===== config.mk =====
export PLATFORM = sky130hd
export DESIGN_NAME = halt_standby_wake_control
export DESIGN_NICKNAME = d
export VERILOG_FILES = /design/src/verilog/halt_standby_wake_control.v /design/src/verilog/wake_source_filter.v
export VERILOG_INCLUDE_DIRS = /design/src /design/src/include
export SDC_FILE = /design/constraint.sdc
export NUM_CORES = 1
export LEC_CHECK = 0
export BUFFER_PORTS_ARGS = -buffer_cell sky130_fd_sc_hd__buf_2
export CORE_MARGIN = 1.5
export CORE_UTILIZATION = 40
export DETAILED_ROUTE_END_ITERATION = 16
export HOLD_SLACK_MARGIN = 0.05
export PLACE_DENSITY = 0.69
export SLEW_MARGIN = 10
export SYNTH_ARGS = -nofsm -noshare
export SYNTH_HDL_FRONTEND = slang
export SYNTH_SLANG_ARGS = --single-unit

===== constraint.sdc =====
create_clock -name sys_clk_in -period 2.51 [get_ports sys_clk_in]
set_clock_uncertainty 0.2 [all_clocks]
set_input_delay 0.3765 -clock sys_clk_in [delete_from_list [all_inputs] [get_ports sys_clk_in]]
set_output_delay 0.3765 -clock sys_clk_in [all_outputs]
set_load 0.005 [all_outputs]

===== src/include/halt_wake_map.vh =====
// register map, field positions, reset values and counts for halt/wake control
`ifndef HALT_WAKE_MAP_VH
`define HALT_WAKE_MAP_VH

// register byte offsets on the AHB-Lite slave
`define OFS_POWER_CONTROL 8'h00
`define OFS_WAKE_MASK 8'h04
`define OFS_INT_ENABLE 8'h08
`define OFS_CLOCK_SELECT 8'h0c
`define OFS_OSC_TRIM 8'h10
`define OFS_STATUS 8'h14
`define OFS_WAKE_CAUSE 8'h18

// power_control_reg fields
`define PWR_HALT_BIT 0
`define PWR_STANDBY_BIT 1

// interrupt_enable_reg: per-line enables in [7:0], global enable here
`define INTEN_GLOBAL_BIT 8

// status register fields
`define STAT_STATE_LSB 0
`define STAT_REG_ON_BIT 4
`define STAT_OSC_ON_BIT 5
`define STAT_CPU_RUN_BIT 6

// reset values
`define RST_WAKE_MASK 8'hff
`define RST_INT_ENABLE 9'h000
`define RST_CLOCK_SELECT 2'h0
`define RST_OSC_TRIM 8'h80

// clock selection code of the internal oscillator
`define CLKSEL_INTERNAL 2'h0

// trim window: 16 MHz centre code, limited to +/-50 percent of it
`define TRIM_MIN 8'h40
`define TRIM_MAX 8'hc0

// number of wake lines and width of the vector number
`define WAKE_LINES 8
`define PIN_LINES 2
`define VEC_W 3

`endif


===== src/verilog/halt_standby_wake_control.v =====
// halt and regulator-off standby control with wake-up and AHB-Lite registers
`timescale 1ns/1ps
`include "halt_wake_map.vh"

// Notes on behaviour
// - writing 1 to the halt bit enters halt and stops all clocks except the real-time clock
// - the last internal oscillator edge is used to switch it off
// - halt ends on reset pin or on pin and external line interrupts
// - clocked peripherals never wake; only comparator, real-time clock, pins
// - a source wakes only if enabled and its wake mask bit is set
// - pins wake on low level, on-chip peripheral flags on high level
// - wake restarts the oscillator; cpu resumes on its first edge
// - after wake with global enable set, branch to the waking service routine, then continue
// - hardware clears the halt bit during wake-up
// - in halt every clock stops except the real-time clock
// - halt plus standby bit enters halt with main regulator off
// - standby leaves on the same events and turns the regulator on
// - the oscillator stays enabled in every mode except halt
// - on wake the clock selection is forced to the internal oscillator
// - oscillator defaults to 16 MHz; trim stays within 50 percent
// - no hardware check guards selection of an absent clock
// - after reset the clock selection is the internal oscillator
// - each wake mask bit lets its line wake; mask resets to all ones
// - wake path is separate; disabled interrupt resumes next instruction
module halt_standby_wake_control #(
	parameter LINES = `WAKE_LINES,
	parameter PINS = `PIN_LINES,
	parameter VW = `VEC_W
) (
	input wire sys_clk_in,
	input wire reset_n_in,
	// AHB-Lite slave
	input wire hsel_in,
	input wire [31:0] haddr_in,
	input wire [1:0] htrans_in,
	input wire hwrite_in,
	input wire [2:0] hsize_in,
	input wire [31:0] hwdata_in,
	input wire hready_in,
	output wire [31:0] hrdata_out,
	output wire hreadyout_out,
	output wire hresp_out,
	// core handshake
	input wire cpu_instr_done_in,
	// wake sources
	input wire [PINS-1:0] ext_pin_interrupt_n_in,
	input wire [LINES-PINS-1:0] ext_line_interrupt_in,
	input wire [3:0] clocked_periph_irq_in,
	// oscillator edge strobe, one cycle per internal oscillator edge
	input wire osc_edge_in,
	// clock and power controls
	output wire cpu_clk_en_out,
	output wire periph_clk_en_out,
	output wire rtc_clk_en_out,
	output wire osc_enable_out,
	output wire main_regulator_on_out,
	output wire [1:0] clock_select_out,
	output wire [7:0] osc_trim_out,
	// wake results toward the core
	output wire isr_request_out,
	output wire [VW-1:0] isr_vector_out,
	output wire resume_out
);

////////////////////////////////////////////////////////////////////////////////
// power states
localparam [2:0] ST_RUN = 3'h0;
localparam [2:0] ST_ARM = 3'h1;
localparam [2:0] ST_SHUT = 3'h2;
localparam [2:0] ST_HALT = 3'h3;
localparam [2:0] ST_WAKE = 3'h4;

reg [2:0] state_q;
reg [2:0] state_d;

// software registers
reg halt_q;
reg standby_q;
reg [LINES-1:0] wake_mask_q;
reg [8:0] int_enable_q;
reg [1:0] clock_select_q;
reg [7:0] osc_trim_q;
reg [LINES-1:0] wake_cause_q;

// wake capture and outputs
reg wake_pending_q;
reg [VW-1:0] vector_q;
reg isr_request_q;
reg resume_q;
reg cpu_clk_en_q;
reg periph_clk_en_q;
reg osc_enable_q;
reg regulator_on_q;

// bus state
reg wr_pend_q;
reg [7:0] wr_addr_q;
reg [31:0] hrdata_q;

wire wake_any;
wire [LINES-1:0] wake_hit;
wire [VW-1:0] wake_vector;

////////////////////////////////////////////////////////////////////////////////
// clocked peripherals are not on the wake path at all; their irqs
// go only to the core's interrupt logic, which runs on gated clocks
wire [3:0] clocked_irq_unused = clocked_periph_irq_in;

// wake lines: pins plus comparator and real-time clock style lines
wake_source_filter #(
	.LINES(LINES),
	.PINS(PINS),
	.VW(VW)
) u_filter (
	.pin_n_in(ext_pin_interrupt_n_in),
	.line_in(ext_line_interrupt_in),
	.mask_in(wake_mask_q),
	.enable_in(int_enable_q[LINES-1:0]),
	.wake_any_out(wake_any),
	.wake_hit_out(wake_hit),
	.wake_vector_out(wake_vector)
);

////////////////////////////////////////////////////////////////////////////////
// bus decode: a transfer is taken in its address phase
wire bus_take = hsel_in & htrans_in[1] & hready_in;
wire bus_wr = bus_take & hwrite_in;
wire bus_rd = bus_take & ~hwrite_in;
wire [7:0] bus_ofs = haddr_in[7:0];
wire hsize_unused = |hsize_in;

// write strobes, valid during the data phase
function wr_hit;
	input [7:0] ofs;
	input pend;
	input [7:0] addr;
	begin
		wr_hit = pend & (addr == ofs);
	end
endfunction

wire wr_pwr = wr_hit(`OFS_POWER_CONTROL, wr_pend_q, wr_addr_q);
wire wr_mask = wr_hit(`OFS_WAKE_MASK, wr_pend_q, wr_addr_q);
wire wr_inten = wr_hit(`OFS_INT_ENABLE, wr_pend_q, wr_addr_q);
wire wr_clksel = wr_hit(`OFS_CLOCK_SELECT, wr_pend_q, wr_addr_q);
wire wr_trim = wr_hit(`OFS_OSC_TRIM, wr_pend_q, wr_addr_q);
wire wr_cause = wr_hit(`OFS_WAKE_CAUSE, wr_pend_q, wr_addr_q);

// trim writes outside the window are clamped, keeping flash timing safe
wire [7:0] trim_in = hwdata_in[7:0];
wire [7:0] trim_clamped = (trim_in < `TRIM_MIN) ? `TRIM_MIN :
	(trim_in > `TRIM_MAX) ? `TRIM_MAX : trim_in;

// status word assembled from live state
wire [31:0] status_word = {25'h0, cpu_clk_en_q, osc_enable_q,
	regulator_on_q, 1'b0, state_q};

// read mux, unmapped offsets read as zero
reg [31:0] rd_mux;
always @* begin
	rd_mux = 32'h00000000;
	case (bus_ofs)
		`OFS_POWER_CONTROL: rd_mux[1:0] = {standby_q, halt_q};
		`OFS_WAKE_MASK: rd_mux[LINES-1:0] = wake_mask_q;
		`OFS_INT_ENABLE: rd_mux[8:0] = int_enable_q;
		`OFS_CLOCK_SELECT: rd_mux[1:0] = clock_select_q;
		`OFS_OSC_TRIM: rd_mux[7:0] = osc_trim_q;
		`OFS_STATUS: rd_mux = status_word;
		`OFS_WAKE_CAUSE: rd_mux[LINES-1:0] = wake_cause_q;
		default: rd_mux = 32'h00000000;
	endcase
end

// address phase capture; read data is registered for the data phase
always @(posedge sys_clk_in or negedge reset_n_in) begin
	if (!reset_n_in) begin
		wr_pend_q <= 1'b0;
		wr_addr_q <= 8'h00;
		hrdata_q <= 32'h00000000;
	end else begin
		wr_pend_q <= bus_wr;
		if (bus_wr) begin
			wr_addr_q <= bus_ofs;
		end
		if (bus_rd) begin
			hrdata_q <= rd_mux;
		end
	end
end

// zero wait states, always OKAY
assign hreadyout_out = 1'b1;
assign hresp_out = 1'b0;
assign hrdata_out = hrdata_q;

////////////////////////////////////////////////////////////////////////////////
// state sequencing
wire wake_now = wake_any | wake_pending_q;

always @* begin
	state_d = state_q;
	case (state_q)
		ST_RUN: begin
			if (halt_q) begin
				state_d = ST_ARM;
			end
		end
		ST_ARM: begin
			// the writing instruction must retire first
			if (cpu_instr_done_in) begin
				state_d = ST_SHUT;
			end
		end
		ST_SHUT: begin
			// oscillator is stopped on its own last edge
			if (osc_edge_in) begin
				state_d = wake_now ? ST_WAKE : ST_HALT;
			end
		end
		ST_HALT: begin
			if (wake_any) begin
				state_d = ST_WAKE;
			end
		end
		ST_WAKE: begin
			// cpu restarts on first edge of the restarted oscillator
			if (osc_edge_in) begin
				state_d = ST_RUN;
			end
		end
		default: state_d = ST_RUN;
	endcase
end

// wake that lands during shutdown is remembered, never dropped
always @(posedge sys_clk_in or negedge reset_n_in) begin
	if (!reset_n_in) begin
		wake_pending_q <= 1'b0;
		vector_q <= {VW{1'b0}};
	end else begin
		if ((state_q == ST_SHUT) && wake_any && !wake_pending_q) begin
			wake_pending_q <= 1'b1;
			vector_q <= wake_vector;
		end else if ((state_q == ST_HALT) && wake_any) begin
			vector_q <= wake_vector;
		end else if (state_q == ST_RUN) begin
			wake_pending_q <= 1'b0;
		end
	end
end

////////////////////////////////////////////////////////////////////////////////
// state register and clock, oscillator, regulator controls
wire leaving = (state_q == ST_WAKE) && osc_edge_in;
wire quiet = (state_d == ST_SHUT) || (state_d == ST_HALT) ||
	(state_d == ST_WAKE);

always @(posedge sys_clk_in or negedge reset_n_in) begin
	if (!reset_n_in) begin
		state_q <= ST_RUN;
		cpu_clk_en_q <= 1'b1;
		periph_clk_en_q <= 1'b1;
		osc_enable_q <= 1'b1;
		regulator_on_q <= 1'b1;
		isr_request_q <= 1'b0;
		resume_q <= 1'b0;
	end else begin
		state_q <= state_d;
		// no core or peripheral clock from shutdown until resume
		cpu_clk_en_q <= ~quiet;
		periph_clk_en_q <= ~quiet;
		// oscillator off only while truly halted
		osc_enable_q <= (state_d != ST_HALT);
		// regulator drops only in halt with standby set
		regulator_on_q <= ~((state_d == ST_HALT) & standby_q);
		// with global enable, branch to the routine; else next instruction
		isr_request_q <= leaving & int_enable_q[`INTEN_GLOBAL_BIT];
		resume_q <= leaving & ~int_enable_q[`INTEN_GLOBAL_BIT];
	end
end

////////////////////////////////////////////////////////////////////////////////
// software registers
always @(posedge sys_clk_in or negedge reset_n_in) begin
	if (!reset_n_in) begin
		halt_q <= 1'b0;
		standby_q <= 1'b0;
		wake_mask_q <= `RST_WAKE_MASK;
		int_enable_q <= `RST_INT_ENABLE;
		clock_select_q <= `RST_CLOCK_SELECT;
		osc_trim_q <= `RST_OSC_TRIM;
	end else begin
		if (leaving) begin
			// wake clears the mode bits and returns to internal oscillator
			halt_q <= 1'b0;
			standby_q <= 1'b0;
			clock_select_q <= `CLKSEL_INTERNAL;
		end else if (wr_pwr && (state_q == ST_RUN)) begin
			halt_q <= hwdata_in[`PWR_HALT_BIT];
			standby_q <= hwdata_in[`PWR_STANDBY_BIT];
		end else if (wr_clksel) begin
			// any code is accepted; an absent source can hang the system
			clock_select_q <= hwdata_in[1:0];
		end
		if (wr_mask) begin
			wake_mask_q <= hwdata_in[LINES-1:0];
		end
		if (wr_inten) begin
			int_enable_q <= hwdata_in[8:0];
		end
		if (wr_trim) begin
			osc_trim_q <= trim_clamped;
		end
	end
end

// sticky wake cause, write one to clear; a new hit wins over the clear
always @(posedge sys_clk_in or negedge reset_n_in) begin
	if (!reset_n_in) begin
		wake_cause_q <= {LINES{1'b0}};
	end else begin
		wake_cause_q <= (wake_cause_q &
			~(wr_cause ? hwdata_in[LINES-1:0] : {LINES{1'b0}})) |
			((state_q == ST_HALT || state_q == ST_SHUT) ?
			wake_hit : {LINES{1'b0}});
	end
end

////////////////////////////////////////////////////////////////////////////////
// outputs
assign cpu_clk_en_out = cpu_clk_en_q;
assign periph_clk_en_out = periph_clk_en_q;
assign rtc_clk_en_out = 1'b1;
assign osc_enable_out = osc_enable_q;
assign main_regulator_on_out = regulator_on_q;
assign clock_select_out = clock_select_q;
assign osc_trim_out = osc_trim_q;
assign isr_request_out = isr_request_q;
assign isr_vector_out = vector_q;
assign resume_out = resume_q;

endmodule


===== src/verilog/wake_source_filter.v =====
// wake-line polarity, qualification and priority pick
`timescale 1ns/1ps

module wake_source_filter #(
	parameter LINES = 8,
	parameter PINS = 2,
	parameter VW = 3
) (
	input wire [PINS-1:0] pin_n_in,
	input wire [LINES-PINS-1:0] line_in,
	input wire [LINES-1:0] mask_in,
	input wire [LINES-1:0] enable_in,
	output wire wake_any_out,
	output wire [LINES-1:0] wake_hit_out,
	output wire [VW-1:0] wake_vector_out
);

////////////////////////////////////////////////////////////////////////////////
// lowest line number wins when several lines wake together
function [VW-1:0] first_set;
	input [LINES-1:0] bits;
	integer i;
	begin
		first_set = {VW{1'b0}};
		for (i = LINES - 1; i >= 0; i = i - 1) begin
			if (bits[i]) begin
				first_set = i[VW-1:0];
			end
		end
	end
endfunction

////////////////////////////////////////////////////////////////////////////////
// pins wake on low level, on-chip flags on high level
wire [LINES-1:0] level_active;
genvar g;
generate
	for (g = 0; g < LINES; g = g + 1) begin : g_pol
		if (g < PINS) begin : g_pin
			assign level_active[g] = ~pin_n_in[g];
		end else begin : g_line
			assign level_active[g] = line_in[g-PINS];
		end
	end
endgenerate

// a line wakes only if enabled and unmasked
assign wake_hit_out = level_active & mask_in & enable_in;
assign wake_any_out = |wake_hit_out;
assign wake_vector_out = first_set(wake_hit_out);

endmodule


; ---- After elaboration in Yosys (flattened, before gate mapping)
; Cells that the tools add are included.
; W data, S select, Z words.
[op_classes]
n_bitwise = 25
eq_ne = 21
n_lt_le_gt_ge = 2
mux = 34
reduce_logical = 19
[op_table]
columns = operator, count
row1 = $mux W3, 16
row2 = $eq A8 B5 Y1 const B, 5
row3 = $eq A8 B4 Y1 const B, 4
row4 = $mux W8, 4
row5 = $pmux W6 S5, 1
row6 = $and A8 B8 Y8, 3
row7 = $eq A8 B3 Y1 const B, 2
row8 = $logic_not A8 Y1, 2
row9 = $pmux W3 S5, 1
row10 = $pmux W2 S7, 1
row11 = $and A1 B1 Y1, 13
row12 = $eq A3 B2 Y1 const B, 4
row13 = $gt A8 B8 Y1 const B, 1
row14 = $lt A8 B7 Y1 const B, 1
row15 = $mux W1, 8
row16 = $not A8 Y8, 1
row17 = $or A8 B8 Y8, 1
row18 = $reduce_bool A2 Y1, 4
row19 = $reduce_or A8 Y1, 1
row20 = $eq A3 B3 Y1 const B, 2
row21 = $mux W2, 3
row22 = $not A1 Y1, 6
row23 = $logic_and A1 B1 Y1, 5
row24 = $ne A2 B2 Y1 const B, 2
row25 = other kinds (7), 10
[totals]
elab_cells = 119
regBits = 67
out_inout_bits = 54
in_bits = 88

; ---- Depth between registers and ports, before layout
; Gate-level depths: netlist of run 1.
[logic_depth]
depth_word = 13
ltp_mapped = 6
ltp_nobuf = 6

; ---- Modules after synthesis
; From an unflattened synthesis of run 1, not the netlist that was laid out.
[hier_totals]
hier_cells = 342
hier_area_um2 = 3482.1
[modules_own_cells]
columns = module, n_inst, seq_area_each_um2, cells_per_inst, area_per_inst_um2
row1 = halt_standby_wake_control, 1, 1691.6, 317, 3310.7
row2 = wake_source_filter, 1, 0.0, 25, 171.4

; ---- Least setup slack after synthesis of run 1
; Ideal clock, no wire load.
[synth_path]
kind = input port to flip-flop
startpoint = in haddr_in[1]
endpoint = reg hrdata_q[1], in the netlist hrdata_out[1]
required_time_ns = 2.234
path_buffers = 1
setup_ns = 0.076
arrival_ns = 1.693
stages = 6
slack_ns = 0.541
path_cell_list = or2_4 > or4_4 > or2_1 > buf_6 > a31o_1 > o21ai_1
[synth_between]
elab_chain_cells = 2
word_cells_on_any_way = 8
cone_classes = eq/ne: 6 / mux: 1 / reduce/logical: 1
[synth_rtl]
columns = item, line_no
row1 = "start, declared", halt_standby_wake_control.v:34  ; input wire [31:0] haddr_in,
row2 = "$eq A8 B5 Y1, or another cell as far along", halt_standby_wake_control.v:162  ; case (bus_ofs)
row3 = $pmux W2 S7 (*), halt_standby_wake_control.v:162
row4 = "end signal, assigned", halt_standby_wake_control.v:186  ; hrdata_q <= rd_mux;
row5 = "end, declared", halt_standby_wake_control.v:98  ; reg [31:0] hrdata_q;
; Every way passes the cells marked *; elsewhere a longest branch is shown, timed or not.
; A chain may end at the register's enable or synchronous reset.

; ---- Worst setup path in the final report of run 1
[layout_path]
startpoint = in haddr_in[0]
endpoint = reg hrdata_q[6], in the netlist hrdata_out[6]
[layout_between]
elab_chain_cells = 2
word_cells_on_any_way = 6
cone_classes = eq/ne: 5 / mux: 1
[layout_rtl]
columns = item, line_no
row1 = "$eq A8 B5 Y1, or another cell as far along", halt_standby_wake_control.v:162
row2 = $pmux W6 S5 (*), halt_standby_wake_control.v:162
; Marked as above.

==> summary.md, run 1 <==
| Metric | Value |
|---|---|
| Status | `completed` |
| Number of clock sinks | `67` |
| DR DRC count | `0` |
| LEAKAGE | `2.006 nW` |
| Ys async rst share | `100.0%` |
| YS warnings | `0` |
| Number of global-route vias before repair | `2688` |
| Maximum root-to-sink buffer count | `2` |
| Layout cell share with drive strength beyond 1 | `29.55%` |
| Synth Flop Type | `dfrtp_1` |
| Placement Rows | `33` |
| Port bufs | `60` |
| Avg WL per Cell | `16.46 µm` |
| GRT overflow | `0` |
| DR vias | `2836` |
| Syn Std Cell Area | `3426 µm²` |
| Final setup fails | `0` |
| Area grow syn2layout | `17.39%` |
| Total die area | `9129 µm²` |
| Post-DRT Antenna Nets | `0` |
| CP endpoint kind | `flop` |
| Die W | `95.55 µm` |
| Number of synthesized flops with an enable pin | `0` |
| Final net count | `506` |
| Unrepaired setup endpoints after global routing | `no` |
| Clock latency at the later pin of the worst-skew pair | `0.35 ns` |
| Achievable Freq | `407.8 MHz` |
| Clock transition at the registers of the reported paths | `0.07 ns` |
| Setup Buffers After CTS | `0` |
| Number of synthesized register bits | `67` |
| PD cells | `649.0 nW/µm²` |
| Register-to-Register Setup Slack | `0.34 ns` |
| DR vias/cell | `5.371` |
| Area contributors post-synth | `dfrtp_1 40%, dfstp_2 9.2%, mux2_2 6.9%` |
| Syn avg cell area | `9.844 µm²` |
| Power, Total | `2.610 mW` |
| Setup_tns | `0 ns` |
| ANT cells | `0` |
| Final period util | `97.70%` |
| First DRT Iteration DRCs | `125` |
| Startpoint Class | `primary input` |
| Crit path required time | `2.60 ns` |
| Detailed Routing Iterations Pass 1 | `4` |
| Max Cap Viol | `0` |
| First-pass GRT wire length | `13.68 mm` |
| Mapped Cells | `348` |
| Largest net degree at the start of global routing | `68` |
| Initial core utilization | `41.48%` |
| Register area share after synthesis | `49.38%` |
| Tot GR Track Use | `20.21%` |
| Share of the synthesized area in the top cell type | `40.18%` |
| Initial antenna violation count | `0` |
| Placeable core area | `8258 µm²` |
| IO Count | `142` |
| Critical path peak fanout | `6` |
| Yosys top cell by area | `dfrtp_1` |
| Clk root buf | `clkbuf_8` |
| Die Y | `95.55 µm` |
| Minimum clock period | `2.452 ns` |
| TritonCTS Buffers | `9` |
| Synth cell types | `54` |
| CTS tree | `built` |
| Min-delay worst type | `in -> reg` |
| WS Path Type | `in -> reg` |
| Final GP Congestion | `0.8523` |
| H-tree depth | `3` |
| Worst IR drop on VDD | `0.3004 mV` |
| Data arrival time of the worst path | `2.54 ns` |
| Filler cells | `813` |
| Final hold violations | `0` |
| Final HPWL DP | `6.257 mm` |
| Fin util | `48.70%` |
| Slew Viols, Final | `0` |
| Total wire length | `8.691 mm` |
[stage by stage]
step	instances	hold WS [ns]	cell area, µm²	worst slack (ns)
detailed placement	507	0.2212	3779	0.2411
global placement	507	0.2163	3779	0.2555
CTS	528	0.05322	4011	0.06514
global route	528	0.06227	4021	0.003100
floorplan	372	-0.1191	3516	0.5406
finish	528	0.05353	4021	0.05779
[cells by family after synthesis]
family	Yosys count	share of synthesized area (%)
AND/OR/NAND/NOR	131	18.44
flip-flops	67	49.38
buffers and inverters	47	8.363
multiplexers	33	10.41
other	2	0.2192
AO/OA/AOI/OAI	68	13.19
[cells in the final DEF, fill, tap and decap left out, types with 2 or more instances in the layout]
cell	instances
nand3_1	13
and3_1	3
conb_1	26
dlygate4sd3_1	5
and2_1	3
nand2_1	58
o22ai_1	2
nand3b_1	3
a211oi_2	2
a22oi_1	2
mux2_2	21
buf_4	10
clkbuf_1	2
clkbuf_8	12
nand2b_1	2
mux2i_1	12
nand4_1	2
a21o_1	4
dfrtp_1	55
buf_2	60
a32oi_1	2
o21ai_1	4
a22o_1	5
nor2b_1	9
dfstp_2	12
a21oi_1	14
nor4b_1	2
o32a_2	2
nor2_1	21
and4_1	2
o21ai_0	16
a221oi_1	4
clkinv_2	2
inv_1	5
nor3_1	3
a211oi_1	2
[worst max-delay path: stages]
cell and delay [ns]:
dlygate4sd3_1 0.53, buf_2 0.13, or2_4 0.25, or4_4 0.46
or2_1 0.36, a211oi_1 0.31, a21o_1 0.12
[area by class of cell]
class | instances | area (µm²) | share of cell area, %
inverters | 6 | 22.52 | 0.5600
well taps | 105 | 131.4 | 3.267
clock inverters | 2 | 10.01 | 0.2489
flip-flops and latches | 67 | 1692 | 42.07
repair buffers | 76 | 445.4 | 11.08
multi-input cells | 258 | 1548 | 38.49
clock buffers | 14 | 172.7 | 4.294
[Yosys cell counts (all sizes together) (2+ instances only)]
library cell / instances
a211oi: 4
a21o: 4
a21oi: 14
a221oi: 4
a22o: 5
a22oi: 2
a32oi: 2
and2: 4
and3: 3
and4: 2
buf: 30
clkbuf: 11
conb: 2
dfrtp: 55
dfstp: 12
inv: 5
mux2: 21
mux2i: 12
nand2: 58
nand2b: 2
nand3: 13
nand3b: 3
nand4: 2
nor2: 22
nor2b: 9
nor3: 3
nor4b: 2
o21ai: 20
o22ai: 2
o32a: 2
or2: 2
or4: 2
[sequential cells by signal (all words and copies together), names as in the netlist, 2 cells and up]
name and count:
hrdata_out 9, state_q 3, clock_select_out 2, osc_trim_out 8, wr_addr_q 8, wake_cause_q 8
isr_vector_out 3, wake_mask_q 8, int_enable_q 9
[layer usage]
metal | part of all wire (%) | track usage, % | vias to the layer above
met3 | 7.1 | 3.589 | 15
li1 | - | - | 1316
met1 | 45 | 28.89 | 1388
met2 | 45 | 29.69 | 117
met5 | 0 | 0 | -
met4 | 2.1 | 9.069 | 0
[report_power, final]
part	leakage, nW	total (mW)	switching (mW)	internal [mW]
Combinational	1.06	0.421	0.233	0.188
Clock	0.0965	0.832	0.395	0.437
Sequential	0.850	1.36	0.130	1.23
Total	2.01	2.61	0.759	1.85
[what timing repair did]
action,in CTS,in global routing
gates resized for setup,0,2
endpoints found under the setup margin,0,2
endpoints found under the hold margin,59,0
hold buffers,5,0
[path summary, 6_finish.rpt]
kind,startpoint,end,depth (start not counted)
setup / recovery,haddr_in[0],hrdata_out[6],7
hold / removal,haddr_in[1],wr_addr_q[1],3
setup reg to reg,wr_addr_q[5],int_enable_q[7],6
hold reg to reg,hrdata_out[2],hrdata_out[2],1
max in group asynchronous,reset_n_in,wake_mask_q[3],3
min in group asynchronous,reset_n_in,isr_vector_out[2],3
(Power assumes the default switching activity.)
==> run 2, diff against run 1 <==
--- a/config.mk
+++ b/config.mk
@@ -11,8 +11,8 @@
 export CORE_UTILIZATION = 40
 export DETAILED_ROUTE_END_ITERATION = 16
 export HOLD_SLACK_MARGIN = 0.05
-export PLACE_DENSITY = 0.69
-export SLEW_MARGIN = 10
+export PLACE_DENSITY = 0.68
+export RECOVER_POWER = 100
 export SYNTH_ARGS = -nofsm -noshare
 export SYNTH_HDL_FRONTEND = slang
 export SYNTH_SLANG_ARGS = --single-unit
==> summary.md, run 2 (synthesis gave the netlist of run 1 again) <==
| Metric | Value |
|---|---|
| Post-route design area | `3988 µm²` |
| Cell Int Power | `1.914 mW` |
| Minimum clock period | `2.452 ns` |
| Initial core utilization | `41.48%` |
| DR vias | `2746` |
| Worst setup margin | `0.05752 ns` |
| CP max stage delay | `0.53 ns` |
| Final period util | `97.71%` |
| ANT cells | `0` |
| Port bufs | `60` |
| Hold_ws | `0.06362 ns` |
| Crit-path cells | `dlygate4sd3_1 > clkbuf_1 > or2_4 > or4_4 > or2_1 > a31o_1 > o21ai_1` |
| Clk root buf | `clkbuf_8` |
| Final GP Congestion | `0.8499` |
| Final setup fails | `0` |
| Total die area | `9129 µm²` |
| Area grow syn2layout | `16.40%` |
| CTS tree | `built` |
| Area after DPL | `3779 µm²` |
| Slew margin rel. | `3.252%` |
| Achievable Freq | `407.8 MHz` |
| Setup_tns | `0 ns` |
| Clock latency at the later pin of the worst-skew pair | `0.34 ns` |
| Crit path required time | `2.58 ns` |
| Placement Rows | `33` |
| GRT overflow | `0` |
| Comb power frac | `15.4%` |
| Startpoint Class | `primary input` |
| Layout cell share with drive strength beyond 1 | `23.88%` |
| First-pass GRT wire length | `13.41 mm` |
| Maximum root-to-sink buffer count | `2` |
| Detailed Routing Iterations Pass 1 | `4` |
| Number of clock sinks | `67` |
| H-tree depth | `3` |
| Tot GR Track Use | `19.67%` |
| Initial antenna violation count | `0` |
| Worst-margin pin slew | `1.451 ns` |
| Die W | `95.55 µm` |
| Unrepaired setup endpoints after global routing | `no` |
| Placed Cells | `507` |
| PD cells | `667.5 nW/µm²` |
| TritonCTS Buffers | `9` |
| Avg WL per Cell | `15.95 µm` |
| Pre-CTS setup slack | `0.2366 ns` |
| Final net count | `506` |
| LEAKAGE | `1.933 nW` |
| Data arrival time of the worst path | `2.52 ns` |
| Max Cap Viol | `0` |
| Worst IR drop on VDD | `0.4762 mV` |
| Most frequent cells in the layout | `58 x nand2_1, 55 x dfrtp_1, 46 x buf_2, 26 x conb_1` |
| IO Count | `142` |
| Sw frac | `28.09%` |
| DR vias/cell | `5.201` |
| Seq pwr share | `50.8%` |
| Total wire length | `8.421 mm` |
| Net load switching power | `0.7476 mW` |
| First DRT Iteration DRCs | `203` |
| Clock transition at the registers of the reported paths | `0.07 ns` |
| Die Y | `95.55 µm` |
| Final hold violations | `0` |
| Finished Layout Cells | `528` |
| DR DRC count | `0` |
| Clk pwr share | `33.8%` |
| CP endpoint kind | `flop` |
| WS Path Type | `in -> reg` |
| Placeable core area | `8258 µm²` |
| Slew Viols, Final | `0` |
| Most common cell after layout, fill and taps aside | `nand2_1` |
| Post-DRT Antenna Nets | `0` |
| Status | `completed` |
| Critical Path Slowest Stage Cell | `dlygate4sd3_1` |
| Final HPWL DP | `6.133 mm` |
| Largest net degree at the start of global routing | `68` |
| Number of global-route vias before repair | `2578` |
| Critical path peak fanout | `6` |
| Min-delay worst type | `in -> reg` |
run 2: changes by cell type in the layout (fill, tap and decap cells not counted), sizes merged:
cell,before,now
clkbuf,14,33
buf,71,52
clkinv,3,2
bufinv,0,1
run 2: power groups by stage:
stage               Sequential [mW]  Clock [mW]  Combinational, mW
floorplan                      1.32           0              0.293
global placement               1.37           0              0.400
detailed placement             1.37           0              0.411
CTS                            1.35       0.927              0.421
global route                   1.37       0.973              0.466
finish                         1.35       0.899              0.411
run 2: layout make-up:
class                      count  area [µm²]
fill                         804        4270
sequential                    67        1692
multi-input combinational    258        1553
timing repair buffer          76       391.6
clock buffer                  14       162.7
tap                          105       131.4
clock inverter                 2       35.03
inverter                       6       22.52
run 2: metrics by stage:
step / utilization, % / total power [mW]
after floorplan: - / 1.611
after global placement: 45.76 / 1.766
after detailed placement: 45.76 / 1.781
after CTS: 48.76 / 2.700
after global routing: 48.29 / 2.808
final: 48.29 / 2.662
run 2: per-layer routing:
layer | vias to the layer above | global-route usage, % | part of all wire, % | wire length (µm)
li1 | 1315 | - | - | -
met2 | 108 | 29.40 | 46 | 3864
met1 | 1313 | 27.85 | 46 | 3893
met3 | 10 | 5.582 | 7.2 | 603
met5 | - | 0 | 0 | 0
met4 | 0 | 5.270 | 0.71 | 60
run 2: worst paths after layout:
path	from	end	slack, ns	depth (start not counted)
worst max-delay path	haddr_in[1]	hrdata_out[1]	0.06	7
min in group asynchronous	reset_n_in	osc_trim_out[6]	0.82	3
max in group asynchronous	reset_n_in	wake_cause_q[4]	0.42	3
worst min-delay path	haddr_in[0]	wr_addr_q[0]	0.06	3
worst min register to register	hrdata_out[2]	hrdata_out[2]	0.27	1
worst max register to register	wr_addr_q[5]	int_enable_q[4]	0.27	6
run 2: what timing repair did:
| action | 4_1_cts | 5_1_grt |
|---|---|---|
| setup endpoints to repair | 0 | 2 |
| setup buffers | 0 | 0 |
| hold endpoints to repair | 59 | 0 |
| resized for setup | 0 | 3 |
| hold buffers | 5 | 0 |
run 2: critical path, delay by kind of cell:
kind,cells,cell delay (ns)
and+or+nand+nor,3,1.10
AOI/OAI and AO/OA,2,0.40
buffers and inverters,2,0.64
==> run 3, diff against run 2 <==
--- a/config.mk
+++ b/config.mk
@@ -15,4 +15,5 @@
 export RECOVER_POWER = 100
 export SYNTH_ARGS = -nofsm -noshare
 export SYNTH_HDL_FRONTEND = slang
+export SYNTH_HIERARCHICAL = 1
 export SYNTH_SLANG_ARGS = --single-unit
==> summary.md, run 3 <==
| Metric | Value |
|---|---|
| Finished Layout Cells | `523` |
| Number of clock sinks | `67` |
| Max Cap Viol | `0` |
| Clock transition at the registers of the reported paths | `0.07 ns` |
| Register-to-Register Setup Slack | `0.20 ns` |
| Unrepaired setup endpoints after global routing | `no` |
| Largest net degree at the start of global routing | `68` |
| RR Endpoint | `int_enable_q[4]` |
| LEAKAGE | `1.929 nW` |
| Hold EP | `osc_trim_out[5]` |
| Most frequent cells in the layout | `62 x nand2_1, 55 x dfrtp_1, 45 x buf_2, 26 x conb_1, 24 x o21ai_0` |
| Syn avg cell area | `10.18 µm²` |
| Die W | `96.30 µm` |
| R2R Path Start | `wr_addr_q[1]` |
| DR DRC count | `0` |
| Number of synthesized flops with an enable pin | `0` |
| Crit path required time | `2.54 ns` |
| IO Count | `142` |
| Placement Rows | `33` |
| Share of the synthesized area in the top cell type | `39.53%` |
| PD cells | `629.4 nW/µm²` |
| H-tree depth | `3` |
| Avg WL per Cell | `15.87 µm` |
| Synth Flop Type | `dfrtp_1` |
| Post-route design area | `4051 µm²` |
| Number of cells on the worst hold path | `3` |
| Slew Viols, Final | `0` |
| Minimum clock period | `2.309 ns` |
| Number of synthesized register bits | `67` |
| Final HPWL DP | `5.950 mm` |
| CTS resizes | `0` |
| Startpoint Class | `flop` |
| Port bufs | `60` |
| Hold_sp | `hwdata_in[5]` |
| Initial core utilization | `41.75%` |
| Layout cell share with drive strength beyond 1 | `25.36%` |
| Count leader, synth | `nand2_1` |
| Synth cell types | `49` |
| Slew margin rel. | `38.64%` |
| Maximum root-to-sink buffer count | `2` |
| Detailed Routing Iterations Pass 1 | `4` |
| Total die area | `9274 µm²` |
| Hold_ws | `0.1080 ns` |
| Final net count | `501` |
| Status | `completed` |
| CTS tree | `built` |
| Area contributors post-synth | `dfrtp_1 40%, dfstp_2 9.1%, mux2_2 6.8%` |
| Worst IR drop on VDD | `0.4596 mV` |
| Syn Std Cell Area | `3482 µm²` |
| Worst-margin pin slew | `0.9204 ns` |
| Area after DPL | `3831 µm²` |
| Final setup fails | `0` |
| Ys async rst share | `100.0%` |
| Die Y | `96.30 µm` |
| Synth top cells by count | `62 x nand2_1, 55 x dfrtp_1, 27 x buf_4` |
| Register area share after synthesis | `48.58%` |
| Clock latency at the later pin of the worst-skew pair | `0.35 ns` |
| DR vias/cell | `5.187` |
| Mapped Cells | `342` |
| Min-delay worst type | `in -> reg` |
| DR vias | `2713` |
| Yosys top cell by area | `dfrtp_1` |
| Most common cell after layout, fill and taps aside | `nand2_1` |
| Total wire length | `8.301 mm` |
| Final GP Congestion | `0.8410` |
| Data arrival time of the worst path | `2.33 ns` |
| Area of the multi-input gates | `1569 µm²` |
| ANT cells | `0` |
| YS warnings | `6` |
| CP endpoint kind | `flop` |
| Tot GR Track Use | `19.71%` |
| Filler cells | `825` |
| Achievable Freq | `433.0 MHz` |
| Critical path peak fanout | `6` |
| FF+latch area | `1692 µm²` |
| Number of global-route vias before repair | `2580` |
| Clk root buf | `clkbuf_8` |
| Initial antenna violation count | `0` |
| WS Path Type | `reg -> reg` |
| First-pass GRT wire length | `13.29 mm` |
| Final period util | `92.00%` |
| Reg2Reg Depth | `5` |
| Placed Cells | `500` |
| Final hold violations | `0` |
| GRT overflow | `0` |
| Setup Buffers After CTS | `0` |
| Setup_tns | `0 ns` |
| First DRT Iteration DRCs | `168` |
| Post-DRT Antenna Nets | `0` |
| Placeable core area | `8341 µm²` |
| TritonCTS Buffers | `9` |
| Area grow syn2layout | `16.35%` |
run 3: cell count changes in the layout (fill, tap and decap cells not counted), moves of 4 or more:
cell	before	now
o32ai_1	0	4
inv_1	5	12
nor2_1	21	9
o211ai_1	0	6
a221oi_1	4	0
a21oi_1	14	6
a21o_1	4	0
o21ai_0	18	24
nand2_1	58	62
run 3: final cells by class:
| cell class | instances | area share [%] |
|---|---|---|
| Clock buffer | 14 | 4.015 |
| Clock inverter | 2 | 0.8647 |
| Inverter | 13 | 1.204 |
| Multi-Input combinational cell | 245 | 38.73 |
| Sequential cell | 67 | 41.75 |
| Tap cell | 105 | 3.243 |
| Timing Repair Buffer | 77 | 10.19 |
run 3: worst max path at each step:
stage                        endpoint                      from  slack (ns)  cells past startpoint
floorplan           isr_vector_out[0]  ext_line_interrupt_in[5]        0.57                      5
global placement    isr_vector_out[0]  ext_line_interrupt_in[5]        0.31                      6
detailed placement  isr_vector_out[1]  ext_line_interrupt_in[5]        0.28                      6
CTS                   int_enable_q[0]              wr_addr_q[1]        0.34                      5
global route          int_enable_q[0]              wr_addr_q[1]        0.14                      5
finish                int_enable_q[4]              wr_addr_q[1]        0.20                      5
run 3: through the flow:
step | utilization [%] | total power [mW] | worst slack [ns]
floorplan | - | 1.519 | 0.5673
global placement | 45.93 | 1.649 | 0.3121
detailed placement | 45.93 | 1.664 | 0.2758
CTS | 49.14 | 2.586 | 0.3430
global route | 48.57 | 2.686 | 0.1373
finish | 48.57 | 2.550 | 0.2008
run 3: repair_timing:
action	4_1_cts	5_1_grt
endpoints found under the hold margin	61	0
hold buffers	7	0
setup endpoints to repair	0	0
run 3: metal layers:
layer	part of all wire, %	up-vias	GRT usage [%]
met1	42	1315	24.87
met5	0	-	0
met3	6.2	12	5.213
li1	-	1291	-
met2	50	95	32.98
met4	1.7	0	6.159
run 3: kinds of logic after synthesis:
kind of cell              Yosys count  synth area share, %
and+or+nand+nor                   125                19.66
AOI/OAI and AO/OA                  59                11.18
DFF                                67                48.58
other                               2               0.2157
xor gates and xnor gates            1               0.2516
buffers and inverters              54                8.875
muxes                              34                11.25
run 3: power breakdown:
| group | switching (mW) | internal [mW] |
|---|---|---|
| sequential | 0.0997 | 1.20 |
| clock | 0.398 | 0.513 |
| combinational | 0.184 | 0.158 |
run 3: worst max-delay path: stages (launching register included):
cell and delay [ns]:
dfrtp_1 0.42, nor4b_4 0.42, nand3_2 0.16, nor2_1 0.39, buf_4 0.26, mux2_2 0.34
